## src/gbc_pkg.sv

```systemverilog
// constants, register map and rate tables of the global backplane clock select block
// assumes a 32-bit axi4-lite master and aclk acting as the master clock input
package gbc_pkg;

   // ==========================================================
   // register map (printed offsets are indices, byte address = 4 x index)
   localparam int unsigned ADDR_W = 16;
   localparam int unsigned REG_COUNT = 6;
   localparam logic [2:0] REG_NONE = 3'h7;
   localparam logic [2:0] REG_SYNC_LO = 3'h0;
   localparam logic [2:0] REG_CLK_LO = 3'h1;
   localparam logic [2:0] REG_ROUTE_LO = 3'h2;
   localparam logic [2:0] REG_SYNC_HI = 3'h3;
   localparam logic [2:0] REG_CLK_HI = 3'h4;
   localparam logic [2:0] REG_ROUTE_HI = 3'h5;
   // sync_pin_control_group_low, clock_control_group_low, clock_routing_group_low,
   // sync_pin_control_group_high, clock_control_group_high, clock_routing_group_high
   localparam logic [15:0] REG_INDEX [REG_COUNT] = '{16'h00f2, 16'h00f3, 16'h00f4,
                                                     16'h20f2, 16'h20f3, 16'h20f4};
   // bits that hold state; the rest read as zero
   localparam logic [7:0] REG_MASK [REG_COUNT] = '{8'h03, 8'hff, 8'h7f, 8'h03, 8'hf8, 8'h70};
   localparam logic [7:0] REG_RESET = 8'h00;

   // ==========================================================
   // field positions
   localparam int unsigned SYNC_FUNC_BIT = 0;
   localparam int unsigned SYNC_DIR_BIT = 1;
   localparam int unsigned REF_SEL_LSB = 4;
   localparam int unsigned REF_RATE_BIT = 3;
   localparam int unsigned BASE_RATE_BIT = 2;
   localparam int unsigned SCALE_LSB = 0;
   localparam int unsigned RX_SYS_BIT = 6;
   localparam int unsigned TX_SYS_BIT = 5;
   localparam int unsigned TX_LINE_BIT = 4;
   localparam int unsigned CLOCK_OUT_PIN_LSB = 0;

   // ==========================================================
   // reference-select codes
   localparam logic [3:0] REF_CODE_MCLK = 4'h8;
   localparam logic [3:0] REF_CODE_EXT = 4'h9;

   // ==========================================================
   // rates in khz
   localparam logic [16:0] KHZ_2048 = 17'h00800;
   localparam logic [16:0] KHZ_1544 = 17'h00608;

   // ==========================================================
   // axi responses
   localparam logic [1:0] RESP_OKAY = 2'h0;
   localparam logic [1:0] RESP_SLVERR = 2'h2;

   // master clock rate: base rate scaled by 1, 2, 4 or 8
   function automatic logic [16:0] gbc_mclk_khz(input logic base, input logic [1:0] scale);
      logic [16:0] b;
      b = base ? KHZ_1544 : KHZ_2048;
      return b << scale;
   endfunction : gbc_mclk_khz

   // clock-out pin rate per select code
   function automatic logic [16:0] gbc_clock_out_pin_khz(input logic [3:0] code);
      logic [16:0] k;
      unique case (code)
         4'h0: k = 17'h00800;
         4'h1: k = 17'h01000;
         4'h2: k = 17'h02000;
         4'h3: k = 17'h04000;
         4'h4: k = 17'h00608;
         4'h5: k = 17'h00c10;
         4'h6: k = 17'h01820;
         4'h7: k = 17'h03040;
         4'h8: k = 17'h00600;
         4'h9: k = 17'h00c00;
         4'ha: k = 17'h01800;
         4'hb: k = 17'h03000;
         4'hc: k = 17'h00020;
         4'hd: k = 17'h00040;
         4'he: k = 17'h00080;
         4'hf: k = 17'h00100;
      endcase
      return k;
   endfunction : gbc_clock_out_pin_khz

endpackage : gbc_pkg

```

## src/gbc_clock_select.sv

```systemverilog
// global clock and sync pin configuration for two groups of eight ports
// assumes an axi4-lite master; aclk is the master clock input of the device
//
// The AXI4-Lite interface to the registers was chosen for this implementation.
`timescale 1ns/1ps
module gbc_clock_select
   import gbc_pkg::*;
(
   input wire logic aclk, // master clock, 2.048 or 1.544 MHz times 1, 2, 4 or 8
   input wire logic aresetn, // synchronous reset, active low
   input wire logic [15:0] s_axi_awaddr, // write address
   input wire logic s_axi_awvalid, // write address valid
   output logic s_axi_awready, // write address ready
   input wire logic [31:0] s_axi_wdata, // write data
   input wire logic [3:0] s_axi_wstrb, // write strobes
   input wire logic s_axi_wvalid, // write data valid
   output logic s_axi_wready, // write data ready
   output logic [1:0] s_axi_bresp, // write response
   output logic s_axi_bvalid, // write response valid
   input wire logic s_axi_bready, // write response ready
   input wire logic [15:0] s_axi_araddr, // read address
   input wire logic s_axi_arvalid, // read address valid
   output logic s_axi_arready, // read address ready
   output logic [31:0] s_axi_rdata, // read data
   output logic [1:0] s_axi_rresp, // read response
   output logic s_axi_rvalid, // read data valid
   input wire logic s_axi_rready, // read data ready
   input wire logic [15:0] line_clk, // recovered line clocks, ports 1 to 16
   input wire logic ref_clk_pin_i, // reference_clock_pin level in
   output logic ref_clk_pin_o, // reference_clock_pin level out
   output logic ref_clk_pin_oe, // reference_clock_pin drive enable
   input wire logic backplane_clock_one, // generated backplane clock, group low
   input wire logic backplane_clock_two, // generated backplane clock, group high
   input wire logic [1:0] system_sync_gen, // system sync made per group
   input wire logic [15:0] port_frame_sync_o, // per-port frame sync from framers
   input wire logic [15:0] port_transmit_io_control, // per-port sync direction, 1 out
   input wire logic [15:0] sync_pin_i, // shared sync pins in
   output logic [15:0] sync_pin_o, // shared sync pins out
   output logic [15:0] sync_pin_oe, // shared sync pins drive enable
   output logic [15:0] port_frame_sync_in, // pin level to framers
   output logic [15:0] system_sync_in, // pin level to system sync logic
   input wire logic [15:0] rx_sys_clk_pin, // per-port receive system clock pins
   input wire logic [15:0] tx_sys_clk_pin, // per-port transmit system clock pins
   input wire logic [15:0] tx_line_clk_pin, // per-port transmit clock pins
   output logic [15:0] rx_sys_clk, // routed receive system clocks
   output logic [15:0] tx_sys_clk, // routed transmit system clocks
   output logic [15:0] tx_line_clk, // routed transmit clocks
   output logic [1:0] bp_ref, // selected backplane reference per group
   output logic [1:0] backplane_reference_rate, // 0 2.048 MHz, 1 1.544 MHz
   output logic master_base_rate, // 0 2.048 MHz family, 1 1.544 MHz family
   output logic [1:0] master_period_scale, // master clock multiple code
   output logic clock_out_pin // clock-out pin
);
   // ==========================================================
   // register bus
   logic [7:0] regs_r [REG_COUNT];
   logic aw_held_r;
   logic w_held_r;
   logic [15:0] aw_addr_r;
   logic [7:0] w_data_r;
   logic w_lane_r;
   logic bvalid_r;
   logic [1:0] bresp_r;
   logic rvalid_r;
   logic [7:0] rdata_r;
   logic [1:0] rresp_r;
   logic wr_do;
   logic [2:0] wr_sel;
   logic [2:0] rd_sel;
   logic aw_fire;
   logic w_fire;
   logic ar_fire;

   // byte address to register slot; unaligned or unmapped gives none
   function automatic logic [2:0] reg_slot(input logic [15:0] addr);
      logic [2:0] s;
      s = REG_NONE;
      for (int i = 0; i < REG_COUNT; i++) begin
         if (addr == {REG_INDEX[i][13:0], 2'b00}) begin
            s = 3'(i);
         end
      end
      return s;
   endfunction : reg_slot

   // handshakes: one write and one read at a time
   assign s_axi_awready = !aw_held_r && !bvalid_r;
   assign s_axi_wready = !w_held_r && !bvalid_r;
   assign s_axi_arready = !rvalid_r;
   assign aw_fire = s_axi_awvalid && s_axi_awready;
   assign w_fire = s_axi_wvalid && s_axi_wready;
   assign ar_fire = s_axi_arvalid && s_axi_arready;
   assign wr_do = aw_held_r && w_held_r && !bvalid_r;
   assign wr_sel = reg_slot(aw_addr_r);
   assign rd_sel = reg_slot(s_axi_araddr);
   assign s_axi_bvalid = bvalid_r;
   assign s_axi_bresp = bresp_r;
   assign s_axi_rvalid = rvalid_r;
   assign s_axi_rresp = rresp_r;
   assign s_axi_rdata = {24'h000000, rdata_r};

   // address and data are caught in either order
   always_ff @(posedge aclk) begin
      if (!aresetn) begin
         aw_held_r <= 1'b0;
         w_held_r <= 1'b0;
         aw_addr_r <= 16'h0000;
         w_data_r <= 8'h00;
         w_lane_r <= 1'b0;
      end else begin
         if (aw_fire) begin
            aw_held_r <= 1'b1;
            aw_addr_r <= s_axi_awaddr;
         end else if (wr_do) begin
            aw_held_r <= 1'b0;
         end
         if (w_fire) begin
            w_held_r <= 1'b1;
            w_data_r <= s_axi_wdata[7:0];
            w_lane_r <= s_axi_wstrb[0];
         end else if (wr_do) begin
            w_held_r <= 1'b0;
         end
      end
   end

   // write response one cycle after both halves are held
   always_ff @(posedge aclk) begin
      if (!aresetn) begin
         bvalid_r <= 1'b0;
         bresp_r <= RESP_OKAY;
      end else if (wr_do) begin
         bvalid_r <= 1'b1;
         bresp_r <= (wr_sel == REG_NONE) ? RESP_SLVERR : RESP_OKAY;
      end else if (s_axi_bready) begin
         bvalid_r <= 1'b0;
      end
   end

   // read data one cycle after the address is taken
   always_ff @(posedge aclk) begin
      if (!aresetn) begin
         rvalid_r <= 1'b0;
         rdata_r <= 8'h00;
         rresp_r <= RESP_OKAY;
      end else if (ar_fire) begin
         rvalid_r <= 1'b1;
         rdata_r <= (rd_sel == REG_NONE) ? 8'h00 : regs_r[rd_sel];
         rresp_r <= (rd_sel == REG_NONE) ? RESP_SLVERR : RESP_OKAY;
      end else if (s_axi_rready) begin
         rvalid_r <= 1'b0;
      end
   end

   // registers reset to zero, read back
   for (genvar g = 0; g < REG_COUNT; g++) begin : g_reg
      always_ff @(posedge aclk) begin
         if (!aresetn) begin
            regs_r[g] <= REG_RESET;
         end else if (wr_do && w_lane_r && wr_sel == 3'(g)) begin
            regs_r[g] <= w_data_r & REG_MASK[g];
         end
      end
   end

   // ==========================================================
   // master clock and reference rates
   logic [16:0] mclk_khz;
   logic [1:0] mclk_ref;
   logic [1:0] drive_pin;
   logic [3:0] eff_code [2];
   logic [3:0] ref_code [2];
   logic [7:0] clk_reg [2];

   assign clk_reg[0] = regs_r[REG_CLK_LO];
   // same reference select and rate encoding for ports 9 to 16; base rate and scale bits exist in group low only
   assign clk_reg[1] = regs_r[REG_CLK_HI];
   assign master_base_rate = regs_r[REG_CLK_LO][BASE_RATE_BIT];
   assign master_period_scale = regs_r[REG_CLK_LO][SCALE_LSB +: 2];
   assign mclk_khz = gbc_mclk_khz(master_base_rate, master_period_scale);

   // per group: derived reference and source selection
   for (genvar g = 0; g < 2; g++) begin : g_grp
      assign ref_code[g] = clk_reg[g][REF_SEL_LSB +: 4];
      assign backplane_reference_rate[g] = clk_reg[g][REF_RATE_BIT];

      // derived reference runs at the rate the rate bit declares when the master clock is at least twice it, else at aclk/2
      gbc_frac_div u_mdiv (
         .aclk(aclk),
         .aresetn(aresetn),
         .num((backplane_reference_rate[g] ? KHZ_1544 : KHZ_2048) << 1),
         .den(mclk_khz),
         .clk_o(mclk_ref[g]),
         .tick_o()
      );

      gbc_group_ref u_ref (
         .aclk(aclk),
         .aresetn(aresetn),
         .code(ref_code[g]),
         .line_clk(line_clk[g*8 +: 8]),
         .mclk_ref(mclk_ref[g]),
         .ext_ref(ref_clk_pin_i),
         .bp_ref(bp_ref[g]),
         .drive_pin(drive_pin[g]),
         .eff_code(eff_code[g])
      );
   end

   // shared reference pin; group low wins when both drive
   assign ref_clk_pin_oe = |drive_pin;
   assign ref_clk_pin_o = drive_pin[0] ? bp_ref[0] : bp_ref[1];

   gbc_frac_div u_clock_out_pin (
      .aclk(aclk),
      .aresetn(aresetn),
      .num(gbc_clock_out_pin_khz(regs_r[REG_ROUTE_LO][CLOCK_OUT_PIN_LSB +: 4]) << 1),
      .den(mclk_khz),
      .clk_o(clock_out_pin),
      .tick_o()
   );

   // ==========================================================
   // sync pins and clock routing
   logic [15:0] sync_o_nxt;
   logic [15:0] sync_oe_nxt;
   logic [15:0] fs_in_nxt;
   logic [15:0] ss_in_nxt;
   logic [15:0] rx_nxt;
   logic [15:0] tx_nxt;
   logic [15:0] tl_nxt;
   logic [1:0] bp_clk;

   assign bp_clk = {backplane_clock_two, backplane_clock_one};

   for (genvar p = 0; p < 16; p++) begin : g_port
      localparam int unsigned GRP = p / 8;
      logic sys_fn;
      logic sys_out;
      logic [7:0] rt;
      assign sys_fn = regs_r[GRP == 0 ? REG_SYNC_LO : REG_SYNC_HI][SYNC_FUNC_BIT];
      assign sys_out = regs_r[GRP == 0 ? REG_SYNC_LO : REG_SYNC_HI][SYNC_DIR_BIT];
      assign rt = regs_r[GRP == 0 ? REG_ROUTE_LO : REG_ROUTE_HI];
      // pin function, per-port direction, global direction
      assign sync_oe_nxt[p] = sys_fn ? sys_out : port_transmit_io_control[p];
      assign sync_o_nxt[p] = sys_fn ? system_sync_gen[GRP] : port_frame_sync_o[p];
      assign fs_in_nxt[p] = !sys_fn && sync_pin_i[p];
      assign ss_in_nxt[p] = sys_fn && sync_pin_i[p];
      assign rx_nxt[p] = rt[RX_SYS_BIT] ? bp_clk[GRP] : rx_sys_clk_pin[p];
      assign tx_nxt[p] = rt[TX_SYS_BIT] ? bp_clk[GRP] : tx_sys_clk_pin[p];
      assign tl_nxt[p] = rt[TX_LINE_BIT] ? ref_clk_pin_i : tx_line_clk_pin[p];
   end

   // pin and routing outputs from flops
   always_ff @(posedge aclk) begin
      if (!aresetn) begin
         sync_pin_o <= 16'h0000;
         sync_pin_oe <= 16'h0000;
         port_frame_sync_in <= 16'h0000;
         system_sync_in <= 16'h0000;
         rx_sys_clk <= 16'h0000;
         tx_sys_clk <= 16'h0000;
         tx_line_clk <= 16'h0000;
      end else begin
         sync_pin_o <= sync_o_nxt;
         sync_pin_oe <= sync_oe_nxt;
         port_frame_sync_in <= fs_in_nxt;
         system_sync_in <= ss_in_nxt;
         rx_sys_clk <= rx_nxt;
         tx_sys_clk <= tx_nxt;
         tx_line_clk <= tl_nxt;
      end
   end
endmodule : gbc_clock_select

```

## src/gbc_frac_div.sv

```systemverilog
// fractional divider: toggles its output so that it runs at half of num/den of aclk
// assumes num and den in the same unit; num above den saturates at aclk/2
`timescale 1ns/1ps
module gbc_frac_div
   import gbc_pkg::*;
(
   input wire logic aclk, // master clock
   input wire logic aresetn, // synchronous reset, active low
   input wire logic [16:0] num, // twice the wanted rate
   input wire logic [16:0] den, // master clock rate
   output logic clk_o, // divided clock level
   output logic tick_o // one-cycle enable at each edge of clk_o
);
   logic [17:0] acc_r;
   logic [17:0] acc_nxt;
   logic [17:0] sum;
   logic [16:0] step;
   logic wrap;
   logic clk_r;

   // clamp the step: a rate above half the master clock cannot be made
   assign step = (num > den) ? den : num;
   assign sum = acc_r + {1'b0, step};
   assign wrap = sum >= {1'b0, den};
   assign acc_nxt = wrap ? (sum - {1'b0, den}) : sum;
   assign clk_o = clk_r;

   // accumulator and output toggle
   always_ff @(posedge aclk) begin
      if (!aresetn) begin
         acc_r <= 18'h00000;
         clk_r <= 1'b0;
         tick_o <= 1'b0;
      end else begin
         acc_r <= acc_nxt;
         clk_r <= clk_r ^ wrap;
         tick_o <= wrap;
      end
   end
endmodule : gbc_frac_div

```

## src/gbc_group_ref.sv

```systemverilog
// backplane reference selection for one group of eight ports
// assumes line clocks and the external reference are synchronous to aclk
`timescale 1ns/1ps
module gbc_group_ref
   import gbc_pkg::*;
(
   input wire logic aclk, // master clock
   input wire logic aresetn, // synchronous reset, active low
   input wire logic [3:0] code, // backplane_reference_select field
   input wire logic [7:0] line_clk, // recovered line clocks of the group
   input wire logic mclk_ref, // reference derived from the master clock
   input wire logic ext_ref, // level on reference_clock_pin
   output logic bp_ref, // selected reference level
   output logic drive_pin, // high while the reference pin must be driven
   output logic [3:0] eff_code // code in force
);
   logic [3:0] eff_r;
   logic [3:0] eff_w;
   logic legal;

   assign legal = code <= REF_CODE_EXT;
   assign eff_w = legal ? code : eff_r;
   assign eff_code = eff_r;

   // selection registered to keep the reference glitch free
   always_ff @(posedge aclk) begin
      if (!aresetn) begin
         eff_r <= 4'h0;
         bp_ref <= 1'b0;
         drive_pin <= 1'b0;
      end else begin
         eff_r <= eff_w;
         bp_ref <= (eff_w == REF_CODE_MCLK) ? mclk_ref :
                   (eff_w == REF_CODE_EXT) ? ext_ref : line_clk[eff_w[2:0]];
         drive_pin <= eff_w == REF_CODE_MCLK;
      end
   end
endmodule : gbc_group_ref

```

## config.mk

```make
export PLATFORM = sky130hd
export DESIGN_NAME = gbc_clock_select
export DESIGN_NICKNAME = d
export VERILOG_FILES = /design/src/gbc_pkg.sv /design/src/gbc_clock_select.sv /design/src/gbc_frac_div.sv /design/src/gbc_group_ref.sv
export SDC_FILE = /design/constraint.sdc
export NUM_CORES = 1
export LEC_CHECK = 0
export BUFFER_PORTS_ARGS = -buffer_cell sky130_fd_sc_hd__buf_2
export CORE_ASPECT_RATIO = 1.25
export CORE_MARGIN = 5
export CORE_UTILIZATION = 45
export DETAILED_ROUTE_END_ITERATION = 10
export GPL_ROUTABILITY_DRIVEN = 0
export GPL_TIMING_DRIVEN = 1
export PLACE_DENSITY_LB_ADDON = 0.15
export SYNTH_ARGS = -nofsm -noshare
export SYNTH_HDL_FRONTEND = slang
export SYNTH_HIERARCHICAL = 1
export SYNTH_SLANG_ARGS = --single-unit
```

## constraint.sdc

```tcl
create_clock -name aclk -period 19.1 [get_ports aclk]
set_input_delay 0.955 -clock aclk [delete_from_list [all_inputs] [get_ports aclk]]
set_output_delay 0.955 -clock aclk [all_outputs]
set_load 0.01 [all_outputs]
```

## Word-level counts from Yosys, hierarchy flattened

Memory sizes are Yosys's and may differ from the RTL's.
Cells that the tools add are included.

- Add/sub/neg operators: 6
- Equal/unequal tests: 23
- Mux-type cells: 147
- Bitwise gates (word level): 9
- Reductions and logical operators: 58
- $lt $le $gt $ge: 10
- Shift-type cells: 1

Operators by type and width:

| operator | number |
|---|---|
| $mux W1 | 113 |
| $eq A16 B10 Y1 const B | 6 |
| $eq A16 B16 Y1 const B | 6 |
| $mux W8 | 7 |
| $add A18 B17 Y18 | 3 |
| $ge A18 B17 Y1 | 3 |
| $mux W18 | 3 |
| $sub A18 B17 Y18 | 3 |
| $mux W17 | 3 |
| $logic_and A1 B1 Y1 | 46 |
| $mux W12 | 3 |
| $mux W3 | 12 |
| $gt A13 B17 Y1 | 2 |
| $gt A17 B17 Y1 | 1 |
| $shl A12 B2 Y17 | 1 |
| $eq A4 B4 Y1 const B | 4 |
| $eq A3 B3 Y1 const B | 4 |
| $le A4 B4 Y1 const B | 2 |
| $lt A3 B4 Y1 const B | 2 |
| $mux W4 | 2 |
| $reduce_bool A2 Y1 | 4 |
| $bmux W1 S3 | 2 |
| $eq A3 B2 Y1 const B | 2 |
| $logic_not A1 Y1 | 6 |
| 6 further kinds | 14 |

- ROM bits: 192
- RAM bits: 48
- Flip-flop bits (word level): 222
- Memories: 2

Memories:

| memory | depth | width | read ports | clocked after memory_dff | write ports | line | source |
|---|---|---|---|---|---|---|---|
| (no name shown) | 16 | 12 | 1 | 0 | 0 | gbc_pkg.sv:62 | `unique case (code)` |
| regs_r | 6 | 8 | 7 | 0 | 6 | gbc_clock_select.sv:56 | `logic [7:0] regs_r [REG_COUNT];` |

## Longest topological paths before layout

Gate-level depths: netlist (run 1).

- Depth in word-level cells: 13
- Gate-level depth with buffers: 31

## Modules after synthesis

Netlist (run 1), hierarchy kept.

By module, submodules not included:

| module | times used | cells each | area an instance (um^2) |
|---|---|---|---|
| gbc_clock_select | 1 | 738 | 6,936.7 |
| gbc_frac_div at g_grp[1].u_mdiv | 1 | 369 | 3,049.2 |
| gbc_frac_div at u_clock_out_pin | 1 | 380 | 3,049.2 |
| gbc_frac_div at g_grp[0].u_mdiv | 1 | 350 | 2,936.6 |
| gbc_group_ref at g_grp[1].u_ref | 1 | 45 | 417.9 |
| gbc_group_ref at g_grp[0].u_ref | 1 | 48 | 412.9 |

## Worst setup path before layout (run 1)

OpenSTA, ideal clock, no wires.

- Path kind: register to register
- Start: memory regs_r[1][0]
- End: register u_clock_out_pin.acc_r[12]
- Stages on the path, launching flop included: 29
- Path buffers: 3
- Setup slack: 12.916 ns
- Data arrival time: 6.056 ns
- Clock period less this slack: 6.184 ns
- Library setup time: 0.128 ns
- Data required time: 18.972 ns
- Cells stage by stage: edfxtp_1 inv_1 ha_1 nor2b_1 inv_1 ha_1 nand4_1 nor2_1 a21boi_0 o21a_1 clkbuf_1 buf_2 mux2_2 ha_1 o21ai_0 nor2_1 a2111oi_0 a21oi_1 nor2_1 xnor2_1 ha_1 nand4_1 or4_1 and3_1 o21ai_2 a21oi_2 buf_2 nand4_1 o21ai_0

RTL lines:

| element | line | source |
|---|---|---|
| start, declared | gbc_clock_select.sv:56 |  |
| end signal, assigned | gbc_frac_div.sv:35 | `acc_r <= acc_nxt;` |
| end, declared | gbc_frac_div.sv:14 | `logic [17:0] acc_r;` |

==> flow_summary.yaml, run 1 <==
power:
  intPower_mw: 1.58
  leakage_nw: 9.10
  p_sw_share_pct: 41.7
  combPwrFrac_pct: 58.1
  p_clk_share_pct: 18.7
  p_seq_share_pct: 23.2
  p_sw_mw: 1.13
  finalPower_mw: 2.71
  p_per_area_nw_per_um2: 137
  irDropWorstVdd_v: 0.0000820
placement:
  dp.cells: 2764
  dp_hpwl_um: 36700
  port_buffers: 301
  dp_slack_ns: 11.66
  placed_cell_area_um2: 18900
floorplanning:
  initial_core_util_pct: 45.2
  core_um2: 37000
  io_pins: 355
  rows: 79
  die_x_um: 182
  die_area_um2: 41100
  die_h_um: 226
sta:
  tightestPinTransition_ns: 1.05
  final.setup_skew_ns: 0.00838
  slew_viol_final: 0
  timing.hold.ws_ns: 0.450
  rsz0062_at_grt: "no"
  clock.fmax_ghz: 0.134
  period_share_pct: 39.0
  setup_viol: 0
  slew-limit-headroom_pct: 29.0
  setup_ws_ns: 11.64
  period_needed_ns: 7.46
  setup_tns_ns: 0
  finalHoldViolCount: 0
critical_path:
  r2r-end: "u_clock_out_pin/acc_r[15]$_SDFF_PN0_"
  cp_top_family: "compound AO/OA/AOI/OAI gates"
  cpMostUsedCell: "ha_1"
  crit_start: "regs_r[1][2]$_SDFFCE_PN0P_"
  slowest_delay_ns: 0.69
  rr_worst_depth: 24
  endpoint: "u_clock_out_pin/acc_r[15]$_SDFF_PN0_"
  cp-start-kind: "flip-flop"
  r2r-start: "regs_r[1][2]$_SDFFCE_PN0P_"
  worst_ep_required_time_ns: 19.56
  cp_max_fo: 18
  critPathKind: "reg2reg"
  rrSetupSlack_ns: 11.64
  critPathArrivalTime_ns: 7.91
  crit_chain: "ha_1 -> nor2b_1 -> inv_1 -> ha_1 -> o21a_1 -> o211ai_1 -> a21boi_0 -> o21a_1 -> mux2_2 -> ha_1 -> a21oi_1 -> o21ai_1 -> o41ai_1 -> o21ai_0 -> nor2_1 -> xnor2_1 -> ha_1 -> nand4_1 -> or4_1 -> and3_1 -> o21ai_2 -> a21o_4 -> o21ai_0 -> o21ai_0"
  cp.depth: 24
  cpMaxStageDelayCell: "o21a_1"
  cp-end-kind: "flip-flop"
  crit_buf_inv: 1
grt:
  overflow: 0
  met2_usage_pct: 41.0
  grt_pass1_wl_um: 74200
  globalRouteMet1Util_pct: 24.1
  busiest_layer: "met2"
  antenna_found_initial: 5
  grtUsageMet3_pct: 5.91
  grt_use_total_pct: 21.8
  grt_pass1_vias: 14700
  grt_max_degree: 66
route:
  viasPerCell: 5.28
  drc: 0
  vias: 14800
  drtIter0Drc: 626
  ant_nets: 0
  drtPass1Iterations: 5
  routed_wl_um: 46600
  wl_per_cell_um: 16.6
clock_network:
  clock_sinks: 247
  ctsHtreeMaxLevel: 1
  numCtsBuffers: 26
  cts.repair.resized: 0
  cts_setup_buffers: 0
  root_buffer: "clkbuf_16"
  clk_pin_slew_ns: 0.06
  ctsHoldBuffers: 0
  cts_tree: "done"
  clk_latency_ns: 0.55
  clockBufferDepth: 3
final_layout:
  largest-register: "g_grp.u_mdiv/acc_r"
  final_nets: 2664
  reg_top3: "g_grp.u_mdiv/acc_r x36, regs_r x27, u_clock_out_pin/acc_r x18"
  fin_cells: 2813
  largest_reg_flops: 36
  layout_common_cells: "301 x buf_2, 225 x a21oi_1, 220 x dfxtp_1"
  drive_gt1_share_pct: 19.5
  syn_to_final_growth_pct: 18.0
  final_core_util_pct: 53.4
  fin_area_um2: 19700
  mostFrequentLayoutCell: "buf_2"
synthesis:
  yosys_warnings: 6
  syn_area_um2: 16700
  syn_inst: 1924
  syn_avg_cell_area_um2: 8.69
status:
  status: "finished clean"
worst_hold_path:
  hold_depth: 2
  hp-class: "reg2reg"
run:
  drv_cap: 0
==> metal layers <==
layer  up-vias  routed length [µm]
met3        77                3090
met1      6894               18400
met5         -                  13
met4         2                1080
li1       7531                   -
met2       337               24100
==> power groups by stage <==
stage | sequential, mW | combinational (mW) | clock (mW)
floorplan | 0.638 | 1.29 | 0
global placement | 0.640 | 1.53 | 0
detailed placement | 0.642 | 1.56 | 0
CTS | 0.631 | 1.57 | 0.521
global route | 0.637 | 1.76 | 0.543
finish | 0.630 | 1.58 | 0.507
==> worst min-delay path by stage <==
stage / end / start / slack (ns)
2_1_floorplan: w_lane_r$_SDFFE_PN0P_ / w_lane_r$_SDFFE_PN0P_ / 0.43
3_3_place_gp: rdata_r[2]$_SDFFE_PN0P_ / rdata_r[2]$_SDFFE_PN0P_ / 0.44
6_report: aw_addr_r[7]$_SDFFE_PN0P_ / aw_addr_r[7]$_SDFFE_PN0P_ / 0.45
4_1_cts: aw_addr_r[7]$_SDFFE_PN0P_ / aw_addr_r[7]$_SDFFE_PN0P_ / 0.45
5_1_grt: aw_addr_r[7]$_SDFFE_PN0P_ / aw_addr_r[7]$_SDFFE_PN0P_ / 0.48
3_5_place_dp: rdata_r[1]$_SDFFE_PN0P_ / rdata_r[1]$_SDFFE_PN0P_ / 0.44
==> worst register-to-register path: stages, from the launching register on <==
cell and delay [ns]:
edfxtp_1 0.51, ha_1 0.21, nor2b_1 0.61, inv_1 0.20
ha_1 0.35, o21a_1 0.12, o211ai_1 0.08, a21boi_0 0.18
o21a_1 0.69, mux2_2 0.43, ha_1 0.35, a21oi_1 0.14
o21ai_1 0.13, o41ai_1 0.58, o21ai_0 0.20, nor2_1 0.16
xnor2_1 0.11, ha_1 0.39, nand4_1 0.24, or4_1 0.62
and3_1 0.22, o21ai_2 0.22, a21o_4 0.27, o21ai_0 0.13
o21ai_0 0.23
==> layout make-up <==
class,count,area [µm²]
clock inverter,10,118
tap,486,608
inverter,96,362
sequential,247,5220
timing repair buffer,310,1570
antenna,4,10.0
fill,3613,17200
multi-input combinational,1625,11100
clock buffer,35,716
Note: power is estimated with default switching activity, not from simulation.
==> run 2, diff against run 1 <==
- ABC_AREA: default -> 1
- clock period: 19.1 -> 6.2 ns (I/O delays scaled with it)
==> run 2 against run 1 <==
  * Total power rose to 3.4 times the previous value
  * Count of clock-buffer cells in the layout down 2
  * Global-route usage up 3.7 points
  * Via count up 23%
  * Sequential cell count unchanged
  * Cell count up 28%
  * Largest power group unchanged
  * Wire length up 22%
  * Sequential share of layout area down 2.6 points
==> flow_summary.yaml, run 2 <==
final_layout:
  drive_gt1_share_pct: 16.3
  final_nets: 3444
  regArea_um2: 5220
  largest-register: "g_grp.u_mdiv/acc_r"
  mostFrequentLayoutCell: "nand2_1"
  multi_input_area_um2: 11200
  syn_to_final_growth_pct: 25.3
  fillers: 3617
  layout_common_cells: "713 x nand2_1, 300 x buf_2, 280 x inv_1"
  reg_top3: "g_grp.u_mdiv/acc_r x36, regs_r x27, u_clock_out_pin/acc_r x18"
  largest_reg_flops: 36
route:
  routed_wl_um: 57000
  drc: 0
  drtIter0Drc: 1088
  vias: 18200
  viasPerCell: 5.06
  ant_nets: 0
  drtPass1Iterations: 6
  wl_per_cell_um: 15.8
sta:
  period_needed_ns: 5.67
  slew_viol_final: 0
  tightestPinTransition_ns: 0.982
  rsz0062_at_grt: "no"
  setup_tns_ns: 0
  period_share_pct: 91.4
  finalHoldViolCount: 0
  clock.fmax_ghz: 0.176
  slew-limit-headroom_pct: 33.8
  setup_viol: 0
  setup_ws_ns: 0.531
  final.setup_skew_ns: 0.0103
grt:
  grt_pass1_wl_um: 89300
  grt_use_total_pct: 25.5
  grt_max_degree: 81
  antenna_found_initial: 3
  overflow: 0
  grt_pass1_vias: 17900
status:
  status: "finished clean"
floorplanning:
  core_um2: 38200
  die_h_um: 230
  die_area_um2: 42900
  die_x_um: 186
  initial_core_util_pct: 45.7
  io_pins: 355
  rows: 80
critical_path:
  cp-end-kind: "flip-flop"
  cpMostUsedCell: "nand2_1"
  worst_ep_required_time_ns: 6.70
  cpMaxStageDelayCell: "or4_1"
  cp-start-kind: "flip-flop"
  critPathArrivalTime_ns: 6.17
  cp_max_fo: 15
  critPathKind: "reg2reg"
  slowest_delay_ns: 0.58
synthesis:
  yosys_warnings: 6
  syn_area_um2: 17500
  syn_avg_cell_area_um2: 6.77
  syn_inst: 2578
clock_network:
  ctsHtreeMaxLevel: 1
  cts_tree: "done"
  clk_pin_slew_ns: 0.06
  clockBufferDepth: 3
  clock_sinks: 247
  numCtsBuffers: 28
  clk_latency_ns: 0.58
  root_buffer: "clkbuf_16"
placement:
  dp_hpwl_um: 43600
  port_buffers: 301
  dp_slack_ns: 0.345
power:
  leakage_nw: 11.5
  p_per_area_nw_per_um2: 416
  irDropWorstVdd_v: 0.000242
run:
  drv_cap: 0
worst_hold_path:
  hp-class: "in2reg"
[run 2: layer usage]
layer / GRT usage, % / wire [µm] / part of all wire, % / vias to the layer above
met2: 46.2 / 28500 / 50 / 556
met4: 9.50 / 2420 / 4.2 / 2
met3: 4.93 / 3880 / 6.8 / 143
li1: - / - / - / 9270
met1: 29.3 / 22300 / 39 / 8257
met5: 0 / 13 / 0.023 / -
[run 2: worst max-delay path: cells and delay by family (launching register included)]
| kind | cells | cell delay (ns) |
|---|---|---|
| simple gates | 22 | 2.83 |
| fa+ha+maj | 4 | 1.30 |
| flops | 1 | 0.42 |
| buf+inv | 6 | 0.60 |
| compound gates | 2 | 0.23 |
| xor+xnor | 1 | 0.23 |
[run 2: final cells by class]
class                      instances  share of cell area [%]
antenna                            5                  0.0572
clock buffer                      33                    3.38
clock inverter                    19                   0.887
inverter                         299                    5.14
multi-input combinational       2072                    51.0
sequential                       247                    23.8
tap                              492                    2.81
timing repair buffer             438                    12.9
[run 2: per-stage QoR]
stage	utilization [%]	power [mW]	hold slack, ns	std cells	instance area, µm²
2_1_floorplan	-	6.01	0.445	2698	17900
3_3_place_gp	51.5	7.02	0.452	3432	19700
3_5_place_dp	51.5	7.05	0.458	3432	19700
4_1_cts	56.7	8.85	0.00218	3589	21700
5_1_grt	57.2	9.92	0.0189	3601	21900
6_report	57.2	9.10	0.0222	3605	21900
[run 2: timing repair]
item | in CTS | in global routing
setup endpoints to repair | 0 | 54
gates resized for setup | 0 | 20
endpoints found under the hold margin | 120 | 0
hold buffers | 105 | 0
setup buffers | 0 | 6
[run 2: final timing paths]
check	slack (ns)	to	cells past startpoint	from
hold reg to reg	0.47	rdata_r[3]$_SDFFE_PN0P_	2	rdata_r[3]$_SDFFE_PN0P_
hold / removal	0.02	w_data_r[5]$_SDFFE_PN0P_	3	s_axi_wdata[5]
setup / recovery	0.53	g_grp[0].u_mdiv/acc_r[16]$_SDFF_PN0_	35	regs_r[1][2]$_SDFFCE_PN0P_
setup reg to reg	0.53	g_grp[0].u_mdiv/acc_r[16]$_SDFF_PN0_	35	regs_r[1][2]$_SDFFCE_PN0P_
[run 2: power breakdown]
part / switching (mW) / leakage (nW) / internal (mW)
Combinational: 3.45 / 8.98 / 1.99
Sequential: 0.103 / 2.10 / 1.85
Clock: 0.756 / 0.455 / 0.953
==> run 3, diff against run 2 <==
- CORE_UTILIZATION: 45 -> 32
==> run 3 against run 2 <==
  * Sequential power hardly changed
  * Global-route usage decreased by 6.5 points
  * Total power fell by 1.5%
  * Largest power group unchanged
  * First-iteration DRC count down 26%
==> flow_summary.yaml, run 3 (synthesis gave the netlist of run 2 again) <==
critical_path:
  r2r-start: "regs_r[1][0]$_SDFFCE_PN0P_"
  cpMostUsedCell: "nand2_1"
  cp-start-kind: "flip-flop"
  worst_ep_required_time_ns: 6.64
  slowest_delay_ns: 0.45
  critPathArrivalTime_ns: 6.17
  cpMaxStageDelayCell: "edfxtp_1"
  crit_start: "regs_r[1][0]$_SDFFCE_PN0P_"
  cp-end-kind: "flip-flop"
  critPathKind: "reg2reg"
  rrSetupSlack_ns: 0.47
  cp_max_fo: 9
clock_network:
  clockBufferDepth: 3
  clock_sinks: 247
  cts_tree: "done"
  clk_latency_ns: 0.56
  clk_pin_slew_ns: 0.07
  root_buffer: "clkbuf_16"
  ctsHtreeMaxLevel: 1
  numCtsBuffers: 28
sta:
  slew_viol_final: 0
  final.setup_skew_ns: 0.0163
  period_share_pct: 92.4
  finalHoldViolCount: 0
  period_needed_ns: 5.73
  clock.fmax_ghz: 0.175
  setup_tns_ns: 0
  setup_viol: 0
  slew-limit-headroom_pct: 27.9
  setup_ws_ns: 0.473
  tightestPinTransition_ns: 1.07
grt:
  grt_pass1_wl_um: 92000
  grt_pass1_vias: 17600
  overflow: 0
  grt_max_degree: 95
  antenna_found_initial: 6
  grt_use_total_pct: 19.1
power:
  finalPower_mw: 8.97
  p_sw_mw: 4.17
  p_per_area_nw_per_um2: 405
  combPwrFrac_pct: 59.4
  p_sw_share_pct: 46.5
  irDropWorstVdd_v: 0.000187
  p_seq_share_pct: 21.8
  leakage_nw: 11.5
  intPower_mw: 4.80
  p_clk_share_pct: 18.8
route:
  ant_nets: 0
  drtPass1Iterations: 5
  viasPerCell: 4.68
  drtIter0Drc: 802
  routed_wl_um: 59100
  vias: 17900
  drc: 0
  wl_per_cell_um: 15.4
placement:
  dp.cells: 3669
  dp_slack_ns: 0.234
  dp_hpwl_um: 48100
  port_buffers: 301
final_layout:
  regArea_um2: 5220
  fillers: 5775
  fin_cells: 3828
  final_core_util_pct: 41.0
  largest_reg_flops: 36
  reg_top3: "g_grp.u_mdiv/acc_r x36, regs_r x27, u_clock_out_pin/acc_r x18"
  mostFrequentLayoutCell: "nand2_1"
  layout_common_cells: "711 x nand2_1, 300 x buf_2, 279 x inv_1"
  final_nets: 3438
  multi_input_area_um2: 11200
  drive_gt1_share_pct: 16.7
  syn_to_final_growth_pct: 26.8
  largest-register: "g_grp.u_mdiv/acc_r"
floorplanning:
  io_pins: 355
  die_area_um2: 59400
  rows: 95
  die_h_um: 271
  initial_core_util_pct: 32.3
  die_x_um: 219
  core_um2: 54000
worst_hold_path:
  min_from: "port_transmit_io_control[3]"
  hp-class: "in2reg"
run:
  drv_cap: 0
status:
  status: "finished clean"
## run 3: changes by cell type in the layout (fill, tap and decap cells not counted), moves of 3 or more
cell | before | now
a21oi_2 | 6 | 10
buf_6 | 0 | 3
buf_4 | 32 | 35
nand3_4 | 7 | 4
a21oi_1 | 224 | 220
nand2_2 | 26 | 29
diode_2 | 5 | 2
nor2_1 | 238 | 235
nor2_2 | 29 | 32
inv_6 | 4 | 1
dlygate4sd3_1 | 105 | 97
## run 3: through the flow
step,cell area (µm²),hold slack [ns]
after detailed placement,20000,0.456
after CTS,21900,0.000991
final,22100,0.0246
after global routing,22100,0.0122
after global placement,20000,0.457
after floorplan,17900,0.445
## run 3: path summary, 6_finish.rpt
check	endpoint	depth (start not counted)
max	g_grp[1].u_mdiv/acc_r[15]$_SDFF_PN0_	33
min	sync_pin_oe[3]$_SDFF_PN0_	3
max reg2reg	g_grp[1].u_mdiv/acc_r[15]$_SDFF_PN0_	33
min reg2reg	rdata_r[1]$_SDFFE_PN0P_	2
## run 3: cell type report
type / instances / share of cell area, %
tap: 727 / 4.11
inverter: 299 / 5.10
sequential: 247 / 23.6
timing repair buffer: 436 / 12.6
clock inverter: 15 / 0.803
clock buffer: 34 / 3.36
antenna: 2 / 0.0226
multi-input combinational: 2068 / 50.4
## run 3: critical path: cells and delay by family, from the launching register on
kind / cells / cell delay (ns)
DFF: 1 / 0.45
AOI/OAI and AO/OA: 5 / 1.06
buffers and inverters: 8 / 0.87
and+or+nand+nor: 15 / 1.77
xor gates and xnor gates: 1 / 0.25
adders and majority gates: 4 / 1.19
## run 3: power groups by stage
stage	registers, mW	clock network (mW)	logic, mW
3_3_place_gp	1.99	0	5.12
2_1_floorplan	1.97	0	4.04
6_report	1.95	1.68	5.33
5_1_grt	1.97	1.80	6.04
3_5_place_dp	1.99	0	5.13
4_1_cts	1.96	1.73	5.21
## run 3: metal layers
metal / vias up / wire length (µm) / GRT usage, % / part of all wire [%]
met3: 109 / 3760 / 4.56 / 6.4
met1: 8107 / 24000 / 22.0 / 41
li1: 9247 / - / - / -
met2: 460 / 29300 / 34.7 / 50
met5: - / 28 / 0 / 0.047
met4: 6 / 1980 / 5.69 / 3.4
## run 3: what timing repair did
item / 4_1_cts / 5_1_grt
hold buffers: 97 / 0
setup buffers: 0 / 10
hold endpoints to repair: 109 / 0
setup endpoints to repair: 0 / 55
gates resized for setup: 0 / 35
